==> config.mk <==
export PLATFORM = sky130hd
export DESIGN_NAME = swctl_ctrl
export DESIGN_NICKNAME = d
export VERILOG_FILES = /design/src/swctl_pkg.sv /design/src/swctl_ctrl.sv /design/src/swctl_out_gate.sv
export SDC_FILE = /design/constraint.sdc
export NUM_CORES = 1
export LEC_CHECK = 0
export BUFFER_PORTS_ARGS = -buffer_cell sky130_fd_sc_hd__buf_2
export CAP_MARGIN = 10
export CORE_MARGIN = 1
export CORE_UTILIZATION = 28
export CTS_CLUSTER_SIZE = 24
export DETAILED_ROUTE_END_ITERATION = 7
export PLACE_DENSITY = 0.63
export SLEW_MARGIN = 30
export SYNTH_ARGS = -nofsm -noshare
export SYNTH_HDL_FRONTEND = slang
export SYNTH_SLANG_ARGS = --single-unit
==> constraint.sdc <==
create_clock -name i_core_clk -period 1.54 [get_ports i_core_clk]
set_clock_uncertainty 0.05 [all_clocks]
set_input_delay 0.077 -clock i_core_clk [delete_from_list [all_inputs] [get_ports i_core_clk]]
set_output_delay 0.077 -clock i_core_clk [all_outputs]
set_load 0.02 [all_outputs]
==> src/swctl_pkg.sv <==
// Package for the switch control register block
package swctl_pkg;
  // Register address and width
  localparam int          ADDR_W           = 15;
  localparam logic [14:0] CTRL_WORD_ADDR   = 15'h0000;
  localparam logic [15:0] CTRL_WORD_RESET  = 16'h0000;
  // Field positions
  localparam int FRAME_PULSE_WIDTH_BIT     = 8;
  localparam int RESERVED_LOW_BIT          = 7;
  localparam int INPUT_CLOCK_POLARITY_BIT  = 6;
  localparam int OUTPUT_CLOCK_POLARITY_BIT = 5;
  localparam int BLOCK_PROGRAM_MODE_BIT    = 4;
  localparam int OUTPUT_STANDBY_BIT        = 3;
  localparam int MEM_SEL_LSB               = 0;
  localparam int MEM_SEL_W                 = 3;
  // Writable bits mask: 15-9 and 7 reserved read zero
  localparam logic [15:0] CTRL_WORD_MASK   = 16'h017f;
  // Frame pulse widths
  localparam int FP_NARROW_NS              = 122;
  localparam int FP_WIDE_NS                = 244;
  localparam int CLK_PERIOD_NS             = 50;
  localparam int FP_NARROW_CYC             = (FP_NARROW_NS + CLK_PERIOD_NS - 1) / CLK_PERIOD_NS;
  localparam int FP_WIDE_CYC               = (FP_WIDE_NS + CLK_PERIOD_NS - 1) / CLK_PERIOD_NS;
  // Memory select codes
  typedef enum logic [2:0] {
    SWCTL_MS_LOCAL_CM  = 3'h0,
    SWCTL_MS_BACK_CM   = 3'h1,
    SWCTL_MS_LOCAL_DM  = 3'h2,
    SWCTL_MS_BACK_DM   = 3'h3
  } swctl_mem_sel_t;
endpackage

==> src/swctl_ctrl.sv <==
// Device control word and the logic it steers
// Functional notes
// - Bit 8 selects a 122ns (clear) or 244ns (set) input frame pulse and the device checks for that width.
// - Bit 6 aligns the frame boundary to the falling (clear) or rising (set) edge of the 8 MHz input clock.
// - Bit 5 inverts both the 8MHz and 16MHz output clocks when set.
// - Bit 4 arms block programming of both connection memories when set.
// - Serial outputs carry stream data only when the drive-enable pin and bit 3 are both one; else they drive high or float per the off-state select.
// - The three-bit memory select steers later host memory accesses to one of four memories for codes 0 to 3; codes 4 to 7 select none.
`timescale 1ns/10ps
module swctl_ctrl #(
  parameter int N_STREAMS = 16,
  parameter int N_BUF     = 2
) (
  // Clock and reset
  input  wire logic                          i_core_clk,
  input  wire logic                          i_rst,
  // Host port
  input  wire logic                          i_cs,
  input  wire logic                          i_wr,
  input  wire logic                          i_rd,
  input  wire logic [swctl_pkg::ADDR_W-1:0]  i_addr,
  input  wire logic [15:0]                   i_wdata,
  output logic      [15:0]                   o_rdata,
  output logic                               o_rd_hit,
  // Timing pins
  input  wire logic                          i_clock_in_8m,
  input  wire logic                          i_frame_pulse_in,
  input  wire logic                          i_output_drive_enable_pin,
  input  wire logic                          i_local_off_state_select,
  input  wire logic                          i_backplane_off_state_select,
  // Stream data from the switch
  input  wire logic [N_STREAMS-1:0]          i_local_data,
  input  wire logic [N_STREAMS-1:0]          i_backplane_data,
  input  wire logic [N_BUF-1:0]              i_local_buf_ctrl,
  input  wire logic [N_BUF-1:0]              i_backplane_buf_ctrl,
  input  wire logic                          i_clock_8m_gen,
  input  wire logic                          i_clock_16m_gen,
  // Control outputs
  output logic                               o_frame_boundary,
  output logic                               o_frame_pulse_ok,
  output logic                               o_clock_out_8m,
  output logic                               o_clock_out_16m,
  output logic                               o_block_program_armed,
  output logic      [2:0]                    o_memory_select,
  output logic                               o_local_cm_sel,
  output logic                               o_backplane_cm_sel,
  output logic                               o_local_dm_sel,
  output logic                               o_backplane_dm_sel,
  output logic                               o_mem_write_allowed,
  // Serial outputs
  output logic      [N_STREAMS-1:0]          o_local_serial_out,
  output logic      [N_STREAMS-1:0]          o_local_serial_out_oe,
  output logic      [N_STREAMS-1:0]          o_backplane_serial_out,
  output logic      [N_STREAMS-1:0]          o_backplane_serial_out_oe,
  output logic      [N_BUF-1:0]              o_local_buffer_ctrl_out,
  output logic      [N_BUF-1:0]              o_backplane_buffer_ctrl_out
);
  logic [15:0] ctrl_reg;
  logic [4:0]  sync1_reg;
  logic [4:0]  sync2_reg;
  logic        clk_d_reg;
  logic        fp_d_reg;
  logic [7:0]  fp_cnt_reg;
  logic        outputs_en;
  logic        wr_hit;

  function automatic logic width_ok(input logic [7:0] cnt, input logic wide);
    if (wide) begin
      width_ok = (cnt >= 8'(swctl_pkg::FP_WIDE_CYC - 1)) && (cnt <= 8'(swctl_pkg::FP_WIDE_CYC + 1));
    end else begin
      width_ok = (cnt >= 8'(swctl_pkg::FP_NARROW_CYC - 1)) && (cnt <= 8'(swctl_pkg::FP_NARROW_CYC + 1));
    end
  endfunction

  // ***************************
  // Register access
  // ***************************
  assign wr_hit = i_cs && i_wr && (i_addr == swctl_pkg::CTRL_WORD_ADDR);

  always_ff @(posedge i_core_clk) begin
    if (i_rst) begin
      ctrl_reg <= swctl_pkg::CTRL_WORD_RESET;
    end else if (wr_hit) begin
      ctrl_reg <= i_wdata & swctl_pkg::CTRL_WORD_MASK;
    end
  end

  always_ff @(posedge i_core_clk) begin
    if (i_rst) begin
      o_rdata  <= 16'h0000;
      o_rd_hit <= 1'b0;
    end else if (i_cs && i_rd && (i_addr == swctl_pkg::CTRL_WORD_ADDR)) begin
      o_rdata  <= ctrl_reg;
      o_rd_hit <= 1'b1;
    end else begin
      o_rdata  <= 16'h0000;
      o_rd_hit <= 1'b0;
    end
  end

  // ***************************
  // Pin synchronisers
  // ***************************
  always_ff @(posedge i_core_clk) begin
    if (i_rst) begin
      sync1_reg <= 5'h00;
      sync2_reg <= 5'h00;
    end else begin
      sync1_reg <= {i_backplane_off_state_select, i_local_off_state_select,
                    i_output_drive_enable_pin, i_frame_pulse_in, i_clock_in_8m};
      sync2_reg <= sync1_reg;
    end
  end

  // ***************************
  // Frame timing
  // ***************************
  always_ff @(posedge i_core_clk) begin
    if (i_rst) begin
      clk_d_reg        <= 1'b0;
      fp_d_reg         <= 1'b0;
      o_frame_boundary <= 1'b0;
    end else begin
      clk_d_reg <= sync2_reg[0];
      fp_d_reg  <= sync2_reg[1];
      if (ctrl_reg[swctl_pkg::INPUT_CLOCK_POLARITY_BIT]) begin
        o_frame_boundary <= sync2_reg[1] && sync2_reg[0] && !clk_d_reg;
      end else begin
        o_frame_boundary <= sync2_reg[1] && !sync2_reg[0] && clk_d_reg;
      end
    end
  end

  always_ff @(posedge i_core_clk) begin
    if (i_rst) begin
      fp_cnt_reg       <= 8'h00;
      o_frame_pulse_ok <= 1'b0;
    end else if (sync2_reg[1]) begin
      if (fp_cnt_reg != 8'hff) begin
        fp_cnt_reg <= fp_cnt_reg + 8'h01;
      end
    end else begin
      fp_cnt_reg <= 8'h00;
      if (fp_d_reg) begin
        o_frame_pulse_ok <= width_ok(fp_cnt_reg, ctrl_reg[swctl_pkg::FRAME_PULSE_WIDTH_BIT]);
      end
    end
  end

  // ***************************
  // Output clocks and modes
  // ***************************
  always_ff @(posedge i_core_clk) begin
    if (i_rst) begin
      o_clock_out_8m  <= 1'b0;
      o_clock_out_16m <= 1'b0;
    end else begin
      o_clock_out_8m  <= i_clock_8m_gen ^ ctrl_reg[swctl_pkg::OUTPUT_CLOCK_POLARITY_BIT];
      o_clock_out_16m <= i_clock_16m_gen ^ ctrl_reg[swctl_pkg::OUTPUT_CLOCK_POLARITY_BIT];
    end
  end

  assign o_block_program_armed = ctrl_reg[swctl_pkg::BLOCK_PROGRAM_MODE_BIT];
  assign o_memory_select       = ctrl_reg[swctl_pkg::MEM_SEL_LSB +: swctl_pkg::MEM_SEL_W];
  assign o_local_cm_sel        = o_memory_select == swctl_pkg::SWCTL_MS_LOCAL_CM;
  assign o_backplane_cm_sel    = o_memory_select == swctl_pkg::SWCTL_MS_BACK_CM;
  assign o_local_dm_sel        = o_memory_select == swctl_pkg::SWCTL_MS_LOCAL_DM;
  assign o_backplane_dm_sel    = o_memory_select == swctl_pkg::SWCTL_MS_BACK_DM;
  assign o_mem_write_allowed   = o_local_cm_sel || o_backplane_cm_sel;

  // ***************************
  // Output gating
  // ***************************
  assign outputs_en = sync2_reg[2] && ctrl_reg[swctl_pkg::OUTPUT_STANDBY_BIT];

  swctl_out_gate #(.N_STREAMS(N_STREAMS), .N_BUF(N_BUF)) u_local_gate (
    .i_core_clk       (i_core_clk),
    .i_rst            (i_rst),
    .i_enable         (outputs_en),
    .i_off_state_high (sync2_reg[3]),
    .i_data           (i_local_data),
    .i_buf_ctrl       (i_local_buf_ctrl),
    .o_data           (o_local_serial_out),
    .o_data_oe        (o_local_serial_out_oe),
    .o_buf_ctrl       (o_local_buffer_ctrl_out)
  );

  swctl_out_gate #(.N_STREAMS(N_STREAMS), .N_BUF(N_BUF)) u_backplane_gate (
    .i_core_clk       (i_core_clk),
    .i_rst            (i_rst),
    .i_enable         (outputs_en),
    .i_off_state_high (sync2_reg[4]),
    .i_data           (i_backplane_data),
    .i_buf_ctrl       (i_backplane_buf_ctrl),
    .o_data           (o_backplane_serial_out),
    .o_data_oe        (o_backplane_serial_out_oe),
    .o_buf_ctrl       (o_backplane_buffer_ctrl_out)
  );
endmodule // swctl_ctrl

==> src/swctl_out_gate.sv <==
// Output gating for serial streams and buffer controls
`timescale 1ns/10ps
module swctl_out_gate #(
  parameter int N_STREAMS = 16,
  parameter int N_BUF     = 2
) (
  // Clock and reset
  input  wire logic                 i_core_clk,
  input  wire logic                 i_rst,
  // Control
  input  wire logic                 i_enable,
  input  wire logic                 i_off_state_high,
  // Stream data from the switch
  input  wire logic [N_STREAMS-1:0] i_data,
  input  wire logic [N_BUF-1:0]     i_buf_ctrl,
  // Pin drive
  output logic      [N_STREAMS-1:0] o_data,
  output logic      [N_STREAMS-1:0] o_data_oe,
  output logic      [N_BUF-1:0]     o_buf_ctrl
);
  always_ff @(posedge i_core_clk) begin
    if (i_rst) begin
      o_data     <= '1;
      o_data_oe  <= '0;
      o_buf_ctrl <= '0;
    end else if (i_enable) begin
      o_data     <= i_data;
      o_data_oe  <= '1;
      o_buf_ctrl <= i_buf_ctrl;
    end else begin
      o_data     <= '1;
      o_data_oe  <= {N_STREAMS{i_off_state_high}};
      o_buf_ctrl <= '0;
    end
  end
endmodule // swctl_out_gate

==> metrics.yaml <==
cts:
  cts_buffer_depth: 2
  cts_tree: "built"
  root_buffer: "clkbuf_8"
  insertion_delay_ns: 0.34
  clkTransAtPathRegs_ns: 0.08
  numCtsBuffers: 9
  cts_sinks: 79
  htreeDepth: 3
timing:
  hold_viol_final: 0
  setup_viol: 0
  fin_crit_ns: 1.42
  rsz0062_at_grt: "no"
  slew_violations: 0
  timing.fmax_mhz: 704
  setup-tns-final_ns: 0
  period_share_pct: 92.2
placement:
  dpl_cell_area_mm2: 0.00359
  place_hpwl_mm: 4.59
  io_buffer_count: 160
  place.gp.congestion: 0.722
floorplan:
  initial_core_util_pct: 29.3
  die_h_um: 104
  die_x_um: 104
  core_mm2: 0.00986
  num_io_pins: 177
  die-area_mm2: 0.0107
  rows: 36
synth:
  avgSynthCellArea_um2: 10.1
  yosys.area.top_type: "dfxtp_1"
  ys_ff_latch: 79
  synth_cell_types: 39
  syn-cell-area_mm2: 0.00289
  synth_top_area_share_pct: 54.7
  seq_area_frac_synth_pct: 54.7
  ys.warnings.count: 0
  synth_area_leaders: "dfxtp_1 55%, buf_4 11%, or2_2 6.9%"
  syn_inst: 287
detailed_routing:
  first_pass_iters: 4
  wl_per_cell_um: 11.3
  ant_nets: 0
  wl_mm: 6.95
  drtIter0Drc: 67
  vias: 2490
  viasPerCell: 4.06
  drc: 0
status:
  status: "completed"
setup_path:
  reg2reg_slack_ns: 0.12
  cp-start-kind: "flip-flop"
  cp.required_ns: 1.77
  cp_max_fo: 3
  crit_arrival_ns: 1.65
  critPathKind: "flip-flop to flip-flop"
  end_kind: "flip-flop"
hold_path:
  hold_class: "input pin to flip-flop"
grt:
  grt_max_degree: 39
  grt.overflow.total: 0
  grt_antenna_before_repair: 0
  grtUsageTotal_pct: 13.2
  grt_pass1_vias: 2380
  grt_pass1_wl_mm: 11.2
pwr:
  ir_drop_uv: 512
  power.density_mw_per_mm2: 961
  p_leak_uw: 0.00200
finish:
  drive_above_1_share_pct: 46.3
  final_common_cell: "buf_2"
  most-common-layout-cells: "160 x buf_2, 79 x dfxtp_1, 53 x dlygate4sd3_1"
  n_antenna_cell: 0
  final_nets: 556
  largestRegisters: "u_backplane_gate.o_data x16, u_local_gate.o_data x16"
  final_cell_area_mm2: 0.00437
  area_delta_synth_final_pct: 51.2
run:
  max_cap_violations: 0
[final cells by class]
cell class | count | area, um^2
fill | 930 | 5500
tap | 133 | 166
multi-input combinational | 154 | 953
clock inverter | 5 | 106
timing repair buffer | 221 | 1390
clock buffer | 11 | 131
sequential | 79 | 1580
inverter | 10 | 37.5
[repair_timing]
item / CTS / global route
hold buffers: 53 / 0
endpoints found under the hold margin: 54 / 0
endpoints found under the setup margin: 0 / 1
gates resized for setup: 0 / 1
setup buffers: 0 / 0
[worst paths after layout]
path	startpoint	end	cells past startpoint
setup / recovery	fp_cnt_reg[4]	o_frame_pulse_ok	4
hold / removal	i_wr	ctrl_reg[5]	3
setup reg to reg	fp_cnt_reg[4]	o_frame_pulse_ok	4
hold reg to reg	sync2_reg[4]	u_backplane_gate.o_data_oe[14]	2
[layer usage]
layer / track usage [%] / wire length (um) / up-vias
li1: - / - / 1257
met1: 14.5 / 2860 / 1105
met2: 23.0 / 3500 / 116
met3: 4.15 / 423 / 12
met4: 6.21 / 160 / 0
met5: 0 / 0 / -
[critical path, stage by stage (launching register included)]
cell and delay [ns]:
dfxtp_1 0.33, or4_1 0.52, nor4_1 0.20, o211ai_1 0.13
a21oi_1 0.12
[cell usage after synthesis, drive strengths merged]
master	count
ha	2
or4	1
nor3	3
o211ai	2
and3b	1
o211a	1
or2	32
and2	10
conb	1
and4	1
nand3b	2
nor2b	12
nor4	4
xor2	2
or3	1
mux2i	1
inv	10
o22a	1
o311a	1
nand4	2
nor3b	2
buf	42
a21oi	11
and3	1
o21a	1
clkbuf	9
xnor2	3
nor4b	1
nand2b	1
nand3	11
nand2	4
o21ai	14
nor2	18
dfxtp	79
[per-stage QoR]
step / setup slack, ns / hold slack [ns] / cells / power (uW) / utilization [%]
CTS: 0.0774 / 0.0189 / 613 / 4270 / 44.2
global placement: 0.137 / 0.211 / 544 / 2330 / 36.4
global route: 0.0185 / 0.0268 / 613 / 4400 / 44.3
floorplan: 0.176 / 0.134 / 294 / 2250 / -
finish: 0.120 / 0.0411 / 613 / 4200 / 44.3
detailed placement: 0.105 / 0.215 / 544 / 2330 / 36.4
[cells by family after synthesis]
logic type,share of synthesized area (%)
other,0.130
buffers and inverters,13.3
muxes,0.346
adders and majority gates,0.866
AOI/OAI and AO/OA,6.11
and+or+nand+nor,23.0
xor gates and xnor gates,1.52
DFF,54.7
[report_power, final]
part	internal, uW	total [uW]	switching [uW]
clock network	1080	1810	725
registers	2060	2070	8.59
logic	189	325	136
total	3330	4200	869
Note: power is estimated with default switching activity, not from simulation.
